`config.mk`:
```
export PLATFORM = sky130hd
export DESIGN_NAME = retimer_power_state_control
export DESIGN_NICKNAME = d
export VERILOG_FILES = /design/src/core/pwr_state_pkg.sv /design/src/core/pin_sync.sv /design/src/core/retimer_power_state_control.sv
export VERILOG_INCLUDE_DIRS = /design/src /design/src/core
export SDC_FILE = /design/constraint.sdc
export NUM_CORES = 1
export LEC_CHECK = 0
export ABC_CLOCK_PERIOD_IN_PS = 1800
export BUFFER_PORTS_ARGS = -buffer_cell sky130_fd_sc_hd__buf_2
export CAP_MARGIN = 0
export CORE_MARGIN = 2
export CORE_UTILIZATION = 30
export CTS_BUF_LIST = sky130_fd_sc_hd__clkbuf_4
export DETAILED_ROUTE_END_ITERATION = 16
export PLACE_DENSITY = 0.64
export SYNTH_ARGS = -nofsm -noshare
export SYNTH_HDL_FRONTEND = slang
export SYNTH_SLANG_ARGS = --single-unit
```
`constraint.sdc`:
```
create_clock -name sys_clk_i -period 1.8 [get_ports sys_clk_i]
set_input_delay 0.18 -clock sys_clk_i [delete_from_list [all_inputs] [get_ports sys_clk_i]]
set_output_delay 0.18 -clock sys_clk_i [all_outputs]
set_load 0.01 [all_outputs]
```
`src/core/pwr_state_params.svh`:
```
/*
 * Timing counts and encodings shared by the power-state controller.
 * Assumes inclusion by bare name from files under core/.
 */
`ifndef PWR_STATE_PARAMS_SVH
`define PWR_STATE_PARAMS_SVH

// Bit of the power-down control register that forces power-down
`define PD_REG_BIT 3
// Register offset holding the power-down bit
`define PD_REG_OFFSET 8'h09
// Cycles the internal reset pulse is held after an enable rise
`define EN_RESET_CYCLES 4'h4
// Reset value of the software power-down bit
`define PD_BIT_RESET 1'b0

`endif

```
`src/core/pwr_state_pkg.sv`:
```
/*
 * Types for the power-state controller.
 * Assumes the params header is compiled alongside.
 */
package pwr_state_pkg;
    // Operating states, one-hot
    typedef enum logic [3:0] {
        ST_OFF     = 4'b0001,
        ST_PDOWN   = 4'b0010,
        ST_STANDBY = 4'b0100,
        ST_NORMAL  = 4'b1000
    } pwr_state_t;
endpackage

```
`src/core/pin_sync.sv`:
```
/*
 * Two-flop synchroniser for asynchronous pin levels.
 * Assumes one system clock; enable freezes both stages.
 */
`timescale 1ns/1ps
module pin_sync (
    input wire logic sys_clk_i,
    input wire logic sys_rst_i,
    input wire logic clk_en_i,
    input wire logic async_i,
    output logic sync_o
);
    // Both stages in one state word
    typedef struct packed {
        logic meta;
        logic stable;
    } sync_state_t;

    sync_state_t state_ff;
    sync_state_t nxt_state;

    // First stage feeds only the second
    always_comb begin
        nxt_state = state_ff;
        nxt_state.meta = async_i;
        nxt_state.stable = state_ff.meta;
    end

    // Synchronous reset to low
    always_ff @(posedge sys_clk_i) begin
        if (sys_rst_i) begin
            state_ff <= '0;
        end else if (clk_en_i) begin
            state_ff <= nxt_state;
        end
    end

    assign sync_o = state_ff.stable;
endmodule

```
`src/core/retimer_power_state_control.sv`:
```
/*
 * Power-state controller for a link retimer: chooses off, power-down,
 * standby or normal from the enable pin, sink hot-plug, a software
 * power-down bit and clock detection; gates lane, DDC, audio return
 * and control port enables; mirrors hot-plug to the source side.
 * Assumes pins are asynchronous; write strobe and clock-valid come
 * from logic on sys_clk_i.
 */
`timescale 1ns/1ps
`include "pwr_state_params.svh"
module retimer_power_state_control (
    input wire logic sys_clk_i,
    input wire logic sys_rst_i,
    input wire logic clk_en_i,
    input wire logic enable_pin_i,
    input wire logic sink_hotplug_in_i,
    input wire logic signal_detect_gate_i,
    input wire logic clk_valid_i,
    input wire logic redriver_mode_i,
    input wire logic pd_wr_i,
    input wire logic [7:0] pd_wr_addr_i,
    input wire logic [7:0] pd_wr_data_i,
    output logic source_hotplug_out_o,
    output logic clk_lane_rx_en_o,
    output logic data_lane_inputs_en_o,
    output logic data_lane_outputs_en_o,
    output logic ddc_en_o,
    output logic arc_en_o,
    output logic local_control_port_en_o,
    output logic soft_reset_o,
    output logic pd_bit_o,
    output logic [3:0] state_o
);
    // Timing overview for users of this block:
    // Pin levels reach the state word three enabled edges after they move,
    // two in the synchroniser and one in the state register.
    // Same-clock inputs (clock valid, mode, signal detect) take one edge.
    // Everything freezes while clk_en_i is low, synchroniser included,
    // so a pin that toggles during a freeze may be missed entirely.
    // Trade-off: one extra flop per output keeps every pin glitch free,
    // at the price of one cycle of latency on every enable.
    // Limitation: no debounce on the pins; a noisy enable pin restarts
    // the internal reset pulse on every clean rising edge it shows.
    // Whole controller state
    typedef struct packed {
        pwr_state_pkg::pwr_state_t st;
        logic en_prev;
        logic pd_bit;
        logic [3:0] rst_cnt;
        logic source_hotplug_out;
        logic clk_rx;
        logic data_rx;
        logic data_tx;
        logic ddc;
        logic arc;
        logic ctl;
        logic srst;
    } ctl_state_t;

    ctl_state_t state_ff;
    ctl_state_t nxt_state;
    logic en_sync; // Synchronised enable pin
    logic hpd_sync; // Synchronised sink hot-plug

    // Both pins are asynchronous to sys_clk_i.
    // Two flops each keep metastability out of the decode below.
    // The enable edge is taken only from the synchronised level,
    // never from the raw pin, so a runt pulse cannot half-reset.
    // Reset of the synchronisers is low, which matches the idle
    // level of both pins and avoids a false edge after reset.
    // synchronise enable
    pin_sync en_sync_u (
        .sys_clk_i(sys_clk_i),
        .sys_rst_i(sys_rst_i),
        .clk_en_i(clk_en_i),
        .async_i(enable_pin_i),
        .sync_o(en_sync)
    );

    pin_sync hpd_sync_u (
        .sys_clk_i(sys_clk_i),
        .sys_rst_i(sys_rst_i),
        .clk_en_i(clk_en_i),
        .async_i(sink_hotplug_in_i),
        .sync_o(hpd_sync)
    );

    // Priority of the state choice, highest first:
    // Enable low wins over everything and turns the port off too.
    // Software bit, missing hot-plug or reset pulse give power-down.
    // Retimer without a clock waits in standby on the clock lane.
    // Redriver runs even without a clock, so it never waits.
    // Kept as a function so the priority reads in one place and
    // can be reused if a second decode point is ever needed.
    // Decides target state from qualified inputs
    function automatic pwr_state_pkg::pwr_state_t pick_state(
        input logic en, input logic hpd, input logic pd,
        input logic clk_ok, input logic redrv);
        pick_state = pwr_state_pkg::ST_NORMAL;
        if (!en) begin
            pick_state = pwr_state_pkg::ST_OFF;
        end else if (pd || !hpd) begin
            pick_state = pwr_state_pkg::ST_PDOWN;
        end else if (!clk_ok && !redrv) begin
            pick_state = pwr_state_pkg::ST_STANDBY;
        end
    endfunction

    // Next-state and output decode
    always_comb begin
        nxt_state = state_ff;
        nxt_state.en_prev = en_sync;
        nxt_state.srst = 1'b0;
        // Reset pulse counter:
        // Loaded on the synchronised enable rise, counts down to zero.
        // The pulse stands while the count is non-zero, so its length
        // equals the load value in enabled cycles.
        // A new rise during the pulse reloads it; the pulse then
        // simply stretches, which is the safe direction.
        // The write port is refused while the pulse stands, so the
        // controlling side must rewrite its settings afterwards.
        // enable rise resets
        if (en_sync && !state_ff.en_prev) begin
            nxt_state.rst_cnt = `EN_RESET_CYCLES;
        end else if (state_ff.rst_cnt != 4'h0) begin
            nxt_state.rst_cnt = state_ff.rst_cnt - 4'h1;
        end
        if (nxt_state.rst_cnt != 4'h0) begin
            nxt_state.srst = 1'b1;
        end
        if (!en_sync || nxt_state.srst) begin
            // Settings are lost while off or resetting
            nxt_state.pd_bit = `PD_BIT_RESET;
        end else if (pd_wr_i && pd_wr_addr_i == `PD_REG_OFFSET) begin
            nxt_state.pd_bit = pd_wr_data_i[`PD_REG_BIT];
        end
        // Hold power-down through the reset pulse
        nxt_state.st = pick_state(en_sync, hpd_sync,
            nxt_state.pd_bit | nxt_state.srst, clk_valid_i, redriver_mode_i);
        nxt_state.source_hotplug_out = hpd_sync;
        nxt_state.clk_rx = 1'b0;
        nxt_state.data_rx = 1'b0;
        nxt_state.data_tx = 1'b0;
        nxt_state.ddc = 1'b0;
        nxt_state.arc = 1'b0;
        nxt_state.ctl = 1'b1;
        // Path enables follow the state chosen this cycle.
        // Defaults above are the power-down set: only the port on.
        // Off then drops the port, the others add what they need, so a missing branch
        // fails towards power-down rather than towards driving lanes.
        // Codes are one-hot and the choice is always one of four,
        // so no default branch is needed here.
        unique case (nxt_state.st)
            pwr_state_pkg::ST_OFF: begin
                nxt_state.ctl = 1'b0;
            end
            pwr_state_pkg::ST_PDOWN: begin
                nxt_state.ctl = 1'b1;
            end
            pwr_state_pkg::ST_STANDBY: begin
                nxt_state.clk_rx = 1'b1;
                nxt_state.ddc = 1'b1;
                nxt_state.arc = 1'b1;
            end
            pwr_state_pkg::ST_NORMAL: begin
                nxt_state.clk_rx = 1'b1;
                nxt_state.ddc = 1'b1;
                nxt_state.arc = 1'b1;
                // Redriver passes data whether or not gated
                nxt_state.data_rx = signal_detect_gate_i | redriver_mode_i;
                nxt_state.data_tx = signal_detect_gate_i | redriver_mode_i;
            end
        endcase
    end

    // Reset lands in off with every path disabled, the same as an
    // enable pin held low, so nothing drives until pins are seen.
    // Clock enable low freezes the whole word, outputs included.
    // State register; sync reset lands in off
    always_ff @(posedge sys_clk_i) begin
        if (sys_rst_i) begin
            state_ff <= '{st: pwr_state_pkg::ST_OFF, default: '0};
        end else if (clk_en_i) begin
            state_ff <= nxt_state;
        end
    end

    // No logic between the state word and the pins, so enables
    // cannot glitch while the next state is being decoded.
    // A low enable means the lane is left at high impedance.
    // All outputs straight from flops
    assign source_hotplug_out_o = state_ff.source_hotplug_out;
    assign clk_lane_rx_en_o = state_ff.clk_rx;
    assign data_lane_inputs_en_o = state_ff.data_rx;
    assign data_lane_outputs_en_o = state_ff.data_tx;
    assign ddc_en_o = state_ff.ddc;
    assign arc_en_o = state_ff.arc;
    assign local_control_port_en_o = state_ff.ctl;
    assign soft_reset_o = state_ff.srst;
    assign pd_bit_o = state_ff.pd_bit;
    assign state_o = state_ff.st;
endmodule

```
# Word level (Yosys, flattened, before mapping)

Cells that the tools add are included.

Add/sub/neg operators: 1
Multipliers: 0
Divide/modulo/power cells: 0
Magnitude comparators: 0
Eq/ne operators: 4
Shifts and indexed selects: 0
Muxes and demuxes: 12
Bitwise logic cells: 2
Reduce and logical (&&, ||, !) cells: 13

Operators by type and width:

| operator                                                              | number |
|---|---|
| 4-bit two-way mux                                                     | 5 |
| 8-bit by 4-bit equality test with 1-bit output, second input constant | 1 |
| 4-bit nonzero test                                                    | 2 |
| 1-bit logical NOT                                                     | 5 |
| 1-bit two-way mux                                                     | 5 |
| 4-bit by 1-bit equality test with 1-bit output, second input constant | 1 |
| 4-bit by 3-bit equality test with 1-bit output, second input constant | 1 |
| 4-bit equality test, second input constant                            | 1 |
| 2-bit two-way mux                                                     | 2 |
| 4-bit by 1-bit subtractor with 4-bit output, second input constant    | 1 |
| 1-bit logical AND                                                     | 3 |
| 1-bit logical OR                                                      | 2 |
| 1-bit OR                                                              | 2 |
| 2-bit OR reduction                                                    | 1 |

Register bits after elaboration: 22
Latch bits: 0
RAM bits: 0
Bits in read-only memories: 0
Input bits: 25
Output and inout bits: 13
Word-level logic and storage cells: 48
Memories: 0

# Longest topological paths before layout

Gate-level depths: netlist of the first run.

Word-level depth: 14
Gate-level depth with buffers: 6
Depth with buffers taken out: 6

# Hierarchy

From an unflattened synthesis of the first run, not the netlist that was laid out.

Cells, all modules: 101
Area total of the unflattened synthesis: 938.4 um^2

Modules (own cells, without submodules):

| module                      | instances | cells an instance | area an instance (um^2) | sequential area each (um^2) |
|---|---|---|---|---|
| retimer_power_state_control | 1         | 89                | 803.3                   | 300.3 |
| pin_sync                    | 2         | 6                 | 67.6                    | 40.0 |

# Least setup slack after synthesis of the first run

OpenSTA, ideal clock, no wires.

Path kind: flip-flop to flip-flop
Start point: register state_ff[8] (netlist name)
End point: register state_ff (netlist bit state_o[1])
Arrival time: 1363 ps
Slack: 321 ps
Stages on the path, launching flop included: 7
Path buffers: 0
Clock period less this slack: 1479 ps
Path through: dfxtp_1 > inv_1 > ha_1 > nand2b_1 > o32ai_2 > nand4_1 > o21ba_2

Word-level cells in the longest chain between the ends: 11
Elaborated cells on any way between the ends: 12
Classes of those cells: add/sub: 1; mux: 6; bitwise: 1; reduce/logical: 4

Ends and longest elaborated chain:

| what                                                                              | RTL line                                                               | source |
|---|---|---|
| from (decl)                                                                       | retimer_power_state_control.sv:60                                      | `ctl_state_t state_ff;` |
| from (signal assigned)                                                            | retimer_power_state_control.sv:184                                     | `state_ff <= nxt_state;` |
| 4-bit by 1-bit subtractor with 4-bit output or 4-bit nonzero test (tied branches) | retimer_power_state_control.sv:126, retimer_power_state_control.sv:125 |  |
| 4-bit two-way mux (*)                                                             | retimer_power_state_control.sv:125                                     | `end else if (state_ff.rst_cnt != 4'h0) begin` |
| 4-bit two-way mux (*)                                                             | retimer_power_state_control.sv:123                                     | `if (en_sync && !state_ff.en_prev) begin` |
| 4-bit nonzero test (*)                                                            | retimer_power_state_control.sv:128                                     | `if (nxt_state.rst_cnt != 4'h0) begin` |
| 1-bit two-way mux (*)                                                             | retimer_power_state_control.sv:128                                     |  |
| 1-bit logical OR                                                                  | retimer_power_state_control.sv:131                                     | `if (!en_sync \|\| nxt_state.srst) begin` |
| 1-bit two-way mux                                                                 | retimer_power_state_control.sv:131                                     |  |
| 1-bit OR (*)                                                                      | retimer_power_state_control.sv:139                                     | `nxt_state.pd_bit \| nxt_state.srst, clk_valid_i, redriver_mode_i);` |
| 1-bit logical OR (*)                                                              | retimer_power_state_control.sv:102                                     | `end else if (pd \|\| !hpd) begin` |
| 4-bit two-way mux (*)                                                             | retimer_power_state_control.sv:102                                     |  |
| 4-bit two-way mux (*)                                                             | retimer_power_state_control.sv:100                                     | `if (!en) begin` |

Every way passes the cells marked *; elsewhere a longest branch is shown, timed or not.
A chain may end at the register's enable or synchronous reset.

# Worst setup path after layout of the first run

Start point: register state_ff[8] (netlist name)
End point: register state_ff (netlist bit pd_bit_o)

Word-level cells in the longest chain between the ends: 7
Elaborated cells on any way between the ends: 8
Classes of those cells: add/sub: 1; mux: 4; reduce/logical: 3

Ends and longest elaborated chain:

| what                                                                              | RTL line |
|---|---|
| 4-bit by 1-bit subtractor with 4-bit output or 4-bit nonzero test (tied branches) | retimer_power_state_control.sv:126, retimer_power_state_control.sv:125 |
| 4-bit two-way mux (*)                                                             | retimer_power_state_control.sv:125 |
| 4-bit two-way mux (*)                                                             | retimer_power_state_control.sv:123 |
| 4-bit nonzero test (*)                                                            | retimer_power_state_control.sv:128 |
| 1-bit two-way mux (*)                                                             | retimer_power_state_control.sv:128 |
| 1-bit logical OR (*)                                                              | retimer_power_state_control.sv:131 |
| 1-bit two-way mux (*)                                                             | retimer_power_state_control.sv:131 |

Marks and branches as above.

==> impl_metrics.csv, run 1 <==
group,metric,value,unit
sta,min_period,1.63,ns
clocking,cts_setup_buffers,0,
placed_design,hpwl,1.43,mm
clocking,cts_buffer_depth,2,
clocking,numCtsBuffers,3,
placed_design,place_congestion,0.775,
layout,num_antenna_cells,0,
placed_design,io_buffers,30,
detailed_routing,ant_nets,0,
floorplan,die_h,59.1,microns
logic_synthesis,syn-num-nets,130,
power,vdd_drop_max,0.000285,V
clocking,hold_buffers,0,
worst_setup_path,cp-start-kind,"flip-flop",
sta,max_slew_margin,0.711,
outcome,status,"completed",
detailed_routing,drt-total-wl,1.89,mm
detailed_routing,wl_per_cell,11.8,microns
layout,nets,156,
logic_synthesis,seq_area_frac_synth,0.418,
floorplan,io_pins,38,
global_route,gr-total-overflow,0,
clocking,cts_tree,"built",
clocking,insertion_delay,0.30,ns
worst_setup_path,cp.required,2.00,ns
placed_design,placed_area,0.00104,sq mm
sta,finalSetupTns,0,ns
power,power,0.00113,W
power,leakage,0.462,nW
layout,n_fill_cell,280,
floorplan,dieArea,0.00349,sq mm
global_route,grt_pass1_wl,3.10,mm
clocking,cts_sinks,19,
logic_synthesis,ys_seq_elements,19,
logic_synthesis,synthArstFlopShare,0,
logic_synthesis,ys_warn_count,0,
floorplan,rows,19,
global_route,track_usage,0.118,
global_route,grt_pass1_vias,707,
sta,setup_violations,0,
sta,slew_viol_final,0,
worst_setup_path,critPathMaxFanout,5,
global_route,antenna_found_initial,0,
clocking,clock-root-buffer,"clkbuf_4",
layout,syn_to_final_growth,19.1,%
floorplan,initial_core_util,0.322,
clocking,clkTransAtPathRegs,0.10,ns
layout,fin_area,0.00108,sq mm
sta,worstMarginPinSlew,0.432,ns
power,p_per_area,1040,mW/mm^2
floorplan,die_w,59.1,microns
sta,max_freq,613,MHz
detailed_routing,drt_iter0_drc,23,
sta,skew,0.00237,ns
logic_synthesis,syn_area,911,sq um
worst_setup_path,end_kind,"flip-flop",
detailed_routing,drc,0,
global_route,grt_max_degree,19,
clocking,cts-htree-levels,1,
logic_synthesis,synth_edf_count,0,
sta,rsz0062_at_grt,"no",
hold_path,hp-class,"primary input to flip-flop",
logic_synthesis,postSynth.topFlopCell,"dfxtp_1",
logic_synthesis,postSynthAreaPerCell,8.76,sq um
detailed_routing,vias,794,
detailed_routing,via_per_inst,4.96,
detailed_routing,drtPass1Iterations,4,
worst_setup_path,critPathArrivalTime,1.83,ns
flow_run,maxCapViolations,0,
layout,layout-drive-gt1-share,0.310,
sta,hold_viol,0,
logic_synthesis,ys_types,30,
sta,period_share,0.906,
floorplan,core-area,0.00283,sq mm
logic_synthesis,synthCells,104,
worst_setup_path,path_class,"flip-flop to flip-flop",
clocking,post_cts_resized,0,
## power breakdown
| part | switching (W) | leakage [nW] | total, W | internal [W] |
|---|---|---|---|---|
| clock network | 0.000129 | 0.0184 | 0.000230 | 0.000101 |
| logic | 0.000204 | 0.290 | 0.000407 | 0.000203 |
| registers | 0.0000402 | 0.154 | 0.000493 | 0.000453 |
## logic make-up after synthesis
logic type	Yosys count	share of synthesized area
XOR/XNOR	1	0.00962
buffers and inverters	13	0.0852
AO/OA/AOI/OAI	22	0.162
flip-flops	19	0.418
adder cells (fa/ha/maj)	1	0.0137
multiplexers	6	0.0714
AND/OR/NAND/NOR	42	0.240
## path summary, 6_finish.rpt
kind,start,endpoint,slack (ns),depth (start not counted)
hold / removal,enable_pin_i,en_sync_u.nxt_state[0],0.11,3
hold reg to reg,state_o[3],state_o[3],0.46,2
setup reg to reg,state_ff[8],pd_bit_o,0.17,6
setup / recovery,state_ff[8],pd_bit_o,0.17,6
## Yosys cell counts, types with 2 or more instances
cell type | n | area, sq um
buf_4 | 7 | 52.6
o21ai_0 | 7 | 35.0
mux2i_1 | 5 | 50.1
inv_1 | 3 | 11.3
nor3b_1 | 2 | 15.0
nor2_1 | 12 | 45.0
buf_2 | 2 | 10.0
nand4_1 | 6 | 37.5
nand2b_1 | 6 | 37.5
nor3_1 | 2 | 10.0
a21oi_1 | 6 | 30.0
dfxtp_1 | 19 | 380
nand2_1 | 10 | 37.5
## placed cells by master (no fill, tap or decap), types with 2 or more instances in the layout
| cell type | count |
|---|---|
| nand4_1 | 6 |
| o21ai_0 | 7 |
| nand2_1 | 10 |
| nor3b_1 | 2 |
| nor3_1 | 2 |
| inv_1 | 3 |
| mux2i_1 | 5 |
| nor2_1 | 12 |
| dfxtp_1 | 19 |
| buf_2 | 30 |
| a21oi_1 | 6 |
| clkbuf_4 | 4 |
| nand2b_1 | 6 |
## routing by layer
metal / vias to the layer above / GRT usage / routed length, microns
met5: - / 0 / 0
li1: 412 / - / -
met3: 5 / 0.0284 / 115
met1: 347 / 0.149 / 876
met2: 30 / 0.175 / 848
met4: 0 / 0.0844 / 49
## critical path, cell delays in order, from the launching register on
cell     delay [ns]
dfxtp_1        0.46
inv_1          0.10
ha_2           0.22
xor2_1         0.22
o32ai_4        0.14
and2_1         0.18
a32o_1         0.22
## final cells by class
class                      instances  area, sq um  area share
multi-input combinational         72          467       0.430
clock buffer                       4         30.0      0.0277
tap                               31         38.8      0.0358
sequential                        19          380       0.351
inverter                           3         11.3      0.0104
timing repair buffer              31          158       0.145
## state kept, by name (all words and copies together) (netlist names)
signal	flops
state_ff	5
state_o	4
clk_lane_rx_en_o	1
data_lane_inputs_en_o	1
en_sync_u.nxt_state	1
en_sync_u.sync_o	1
hpd_sync_u.nxt_state	1
hpd_sync_u.sync_o	1
local_control_port_en_o	1
pd_bit_o	1
soft_reset_o	1
source_hotplug_out_o	1
## stage by stage
step	instances	worst slack, ns	utilization	hold WS [ns]
finish	160	0.168	0.383	0.114
global route	160	0.0103	0.383	0.130
CTS	160	0.176	0.379	0.115
detailed placement	156	0.212	0.368	0.425
global placement	156	0.252	0.368	0.418
floorplan	104	0.321	-	0.249
No activity file was read; power rests on OpenSTA's default activity.
==> run 2, diff against run 1 <==
--- a/config.mk
+++ b/config.mk
@@ -6,9 +6,10 @@
 export SDC_FILE = /design/constraint.sdc
 export NUM_CORES = 1
 export LEC_CHECK = 0
-export ABC_CLOCK_PERIOD_IN_PS = 1800
+export ABC_CLOCK_PERIOD_IN_PS = 1750
 export BUFFER_PORTS_ARGS = -buffer_cell sky130_fd_sc_hd__buf_2
 export CAP_MARGIN = 0
+export CORE_ASPECT_RATIO = 1.5
 export CORE_MARGIN = 2
 export CORE_UTILIZATION = 30
 export CTS_BUF_LIST = sky130_fd_sc_hd__clkbuf_4
==> constraint.sdc (replaced) <==
create_clock -name sys_clk_i -period 1.75 [get_ports sys_clk_i]
set_input_delay 0.175 -clock sys_clk_i [delete_from_list [all_inputs] [get_ports sys_clk_i]]
set_output_delay 0.175 -clock sys_clk_i [all_outputs]
set_load 0.01 [all_outputs]
==> impl_metrics.csv, run 2 (same netlist as run 1, synthesis figures left out) <==
group,metric,value,unit
hold_path,hp-class,"primary input to flip-flop",
placed_design,hpwl,1.47,mm
sta,skew,0.00171,ns
detailed_routing,drt_iter0_drc,26,
floorplan,initial_core_util,0.313,
global_route,antenna_found_initial,0,
layout,largest_register,"state_ff",
floorplan,die_w,49.0,microns
worst_setup_path,path_buf_inv,2,
clocking,cts_sinks,19,
worst_setup_path,critPathArrivalTime,1.85,ns
sta,slew_viol_final,0,
layout,multi_input_area,482,sq um
worst_setup_path,cp-start-kind,"flip-flop",
worst_setup_path,cp.required,1.98,ns
detailed_routing,wl_per_cell,11.6,microns
power,p_switching,0.000418,W
sta,min_period,1.62,ns
layout,nets,157,
clocking,clkTransAtPathRegs,0.12,ns
global_route,grt_pass1_vias,800,
worst_setup_path,path_cells,"inv_1 -> ha_2 -> nand2b_4 -> o32ai_4 -> buf_4 -> nand4_1 -> o21ai_0",
power,power,0.00123,W
power,pwr-share-seq,0.415,
power,p_per_area,1100,mW/mm^2
layout,mostFrequentLayoutCell,"buf_2",
worst_setup_path,worstReg2RegEnd,"clk_lane_rx_en_o",
floorplan,dieArea,0.00350,sq mm
global_route,grt_pass1_wl,3.30,mm
layout,layout.cells.non_filler,169,
detailed_routing,via_per_inst,4.88,
sta,max_freq,617,MHz
global_route,grt_max_degree,19,
clocking,insertion_delay,0.29,ns
global_route,gr-total-overflow,0,
detailed_routing,drt-total-wl,1.97,mm
layout,layout-drive-gt1-share,0.338,
layout,num_antenna_cells,0,
floorplan,die_h,71.5,microns
power,combPwrFrac,0.401,
placed_design,io_buffers,30,
sta,finalSetupTns,0,ns
sta,max_slew_margin,0.725,
power,p_int,0.000811,W
floorplan,core-area,0.00291,sq mm
sta,rsz0062_at_grt,"no",
worst_setup_path,critPathMaxFanout,5,
clocking,cts-htree-levels,1,
hold_path,hold_start,"sink_hotplug_in_i",
worst_setup_path,path_class,"flip-flop to flip-flop",
power,vdd_drop_max,0.000506,V
detailed_routing,vias,824,
sta,worstMarginPinSlew,0.412,ns
layout,largest_reg_flops,5,
global_route,track_usage,0.118,
clocking,cts_tree,"built",
worst_setup_path,r2r-start,"state_ff[8]",
sta,hold_viol,0,
flow_run,maxCapViolations,0,
worst_setup_path,cpMaxStageDelayCell,"dfxtp_2",
layout,seq_area,382,sq um
hold_path,min_path_cells,3,
power,p_sw_frac,0.340,
detailed_routing,drtPass1Iterations,6,
power,leakage,0.469,nW
clocking,cts_buffer_depth,2,
global_route,grtUsageMet3,0.0250,
clocking,numCtsBuffers,3,
detailed_routing,drc,0,
worst_setup_path,r2r_cells,7,
layout,n_fill_cell,307,
worst_setup_path,crit_path_max_incr_delay,0.37,ns
placed_design,place_congestion,0.763,
worst_setup_path,r2r_slack,0.13,ns
global_route,use_met2,0.215,
hold_path,min_delay_worst_endpoint,"hpd_sync_u.nxt_state[0]",
layout,syn_to_final_growth,22.5,%
global_route,top_usage_layer,"met2",
worst_setup_path,crit_family,"compound AO/OA/AOI/OAI gates",
sta,period_share,0.927,
layout,layout_common_cells,"buf_2, dfxtp_1, nor2_1",
floorplan,rows,24,
floorplan,io_pins,38,
power,clkPwrFrac,0.184,
placed_design,placedCellCount,163,
sta,setup_violations,0,
clocking,clock-root-buffer,"clkbuf_4",
global_route,grt.met1_usage,0.134,
worst_setup_path,end_kind,"flip-flop",
clocking,hold_buffers,0,
outcome,status,"completed",
detailed_routing,ant_nets,0,
[run 2: cell types whose count changed in the layout (fill, tap and decap cells not counted)]
cell | before | now
buf_4 | 1 | 2
xor2_1 | 1 | 0
xor2_2 | 0 | 1
dfxtp_2 | 0 | 1
dfxtp_1 | 19 | 18
nand2b_4 | 0 | 1
clkinv_2 | 0 | 1
clkbuf_4 | 4 | 3
nand2b_1 | 6 | 5
[run 2: worst register-to-register path: stages (launching register included)]
cell and delay [ns]:
dfxtp_2 0.37, inv_1 0.09, ha_2 0.26, nand2b_4 0.09, o32ai_4 0.34, buf_4 0.17
nand4_1 0.08, o21ai_0 0.16
[run 2: per-layer routing]
metal | vias to the layer above | wire length [microns] | share of wire
met2 | 16 | 1070 | 0.54
met1 | 394 | 802 | 0.41
li1 | 412 | - | -
met4 | 0 | 20 | 0.010
met3 | 2 | 71 | 0.036
met5 | - | 0 | 0
[run 2: power groups by stage]
stage                     registers, W  clock network, W  logic, W
after floorplan               0.000506                 0  0.000262
after global placement        0.000508                 0  0.000323
after detailed placement      0.000510                 0  0.000341
after CTS                     0.000506          0.000234  0.000379
after global routing          0.000516          0.000251  0.000540
final                         0.000510          0.000226  0.000493
[run 2: final cells by class]
class | instances | share of cell area
multi-input combinational | 72 | 0.432
clock inverter | 1 | 0.00448
tap | 39 | 0.0437
timing repair buffer | 32 | 0.148
clock buffer | 3 | 0.0202
inverter | 3 | 0.0101
sequential | 19 | 0.342
[run 2: repair_timing]
action / CTS / global route
endpoints found under the hold margin: 0 / 0
setup buffers: 0 / 2
pin swaps: 0 / 1
endpoints found under the setup margin: 1 / 3
resized for setup: 1 / 4
[run 2: worst max-delay path by stage]
| stage | endpoint | start | depth (start not counted) | slack [ns] |
|---|---|---|---|---|
| 3_3_place_gp | state_o[1] | state_ff[8] | 6 | 0.13 |
| 6_report | clk_lane_rx_en_o | state_ff[8] | 7 | 0.13 |
| 5_1_grt | clk_lane_rx_en_o | state_ff[8] | 7 | 0.04 |
| 2_1_floorplan | state_o[1] | state_ff[8] | 6 | 0.27 |
| 4_1_cts | pd_bit_o | state_ff[8] | 6 | 0.02 |
| 3_5_place_dp | state_o[1] | state_ff[8] | 6 | 0.04 |
[run 2: per-stage QoR]
stage | hold WS, ns | util | setup WS, ns | cell area, sq um
floorplan | 0.244 | - | 0.271 | 911
global placement | 0.413 | 0.358 | 0.130 | 1040
detailed placement | 0.417 | 0.358 | 0.0355 | 1040
CTS | 0.103 | 0.372 | 0.0194 | 1080
global route | 0.118 | 0.383 | 0.0428 | 1120
finish | 0.105 | 0.383 | 0.129 | 1120
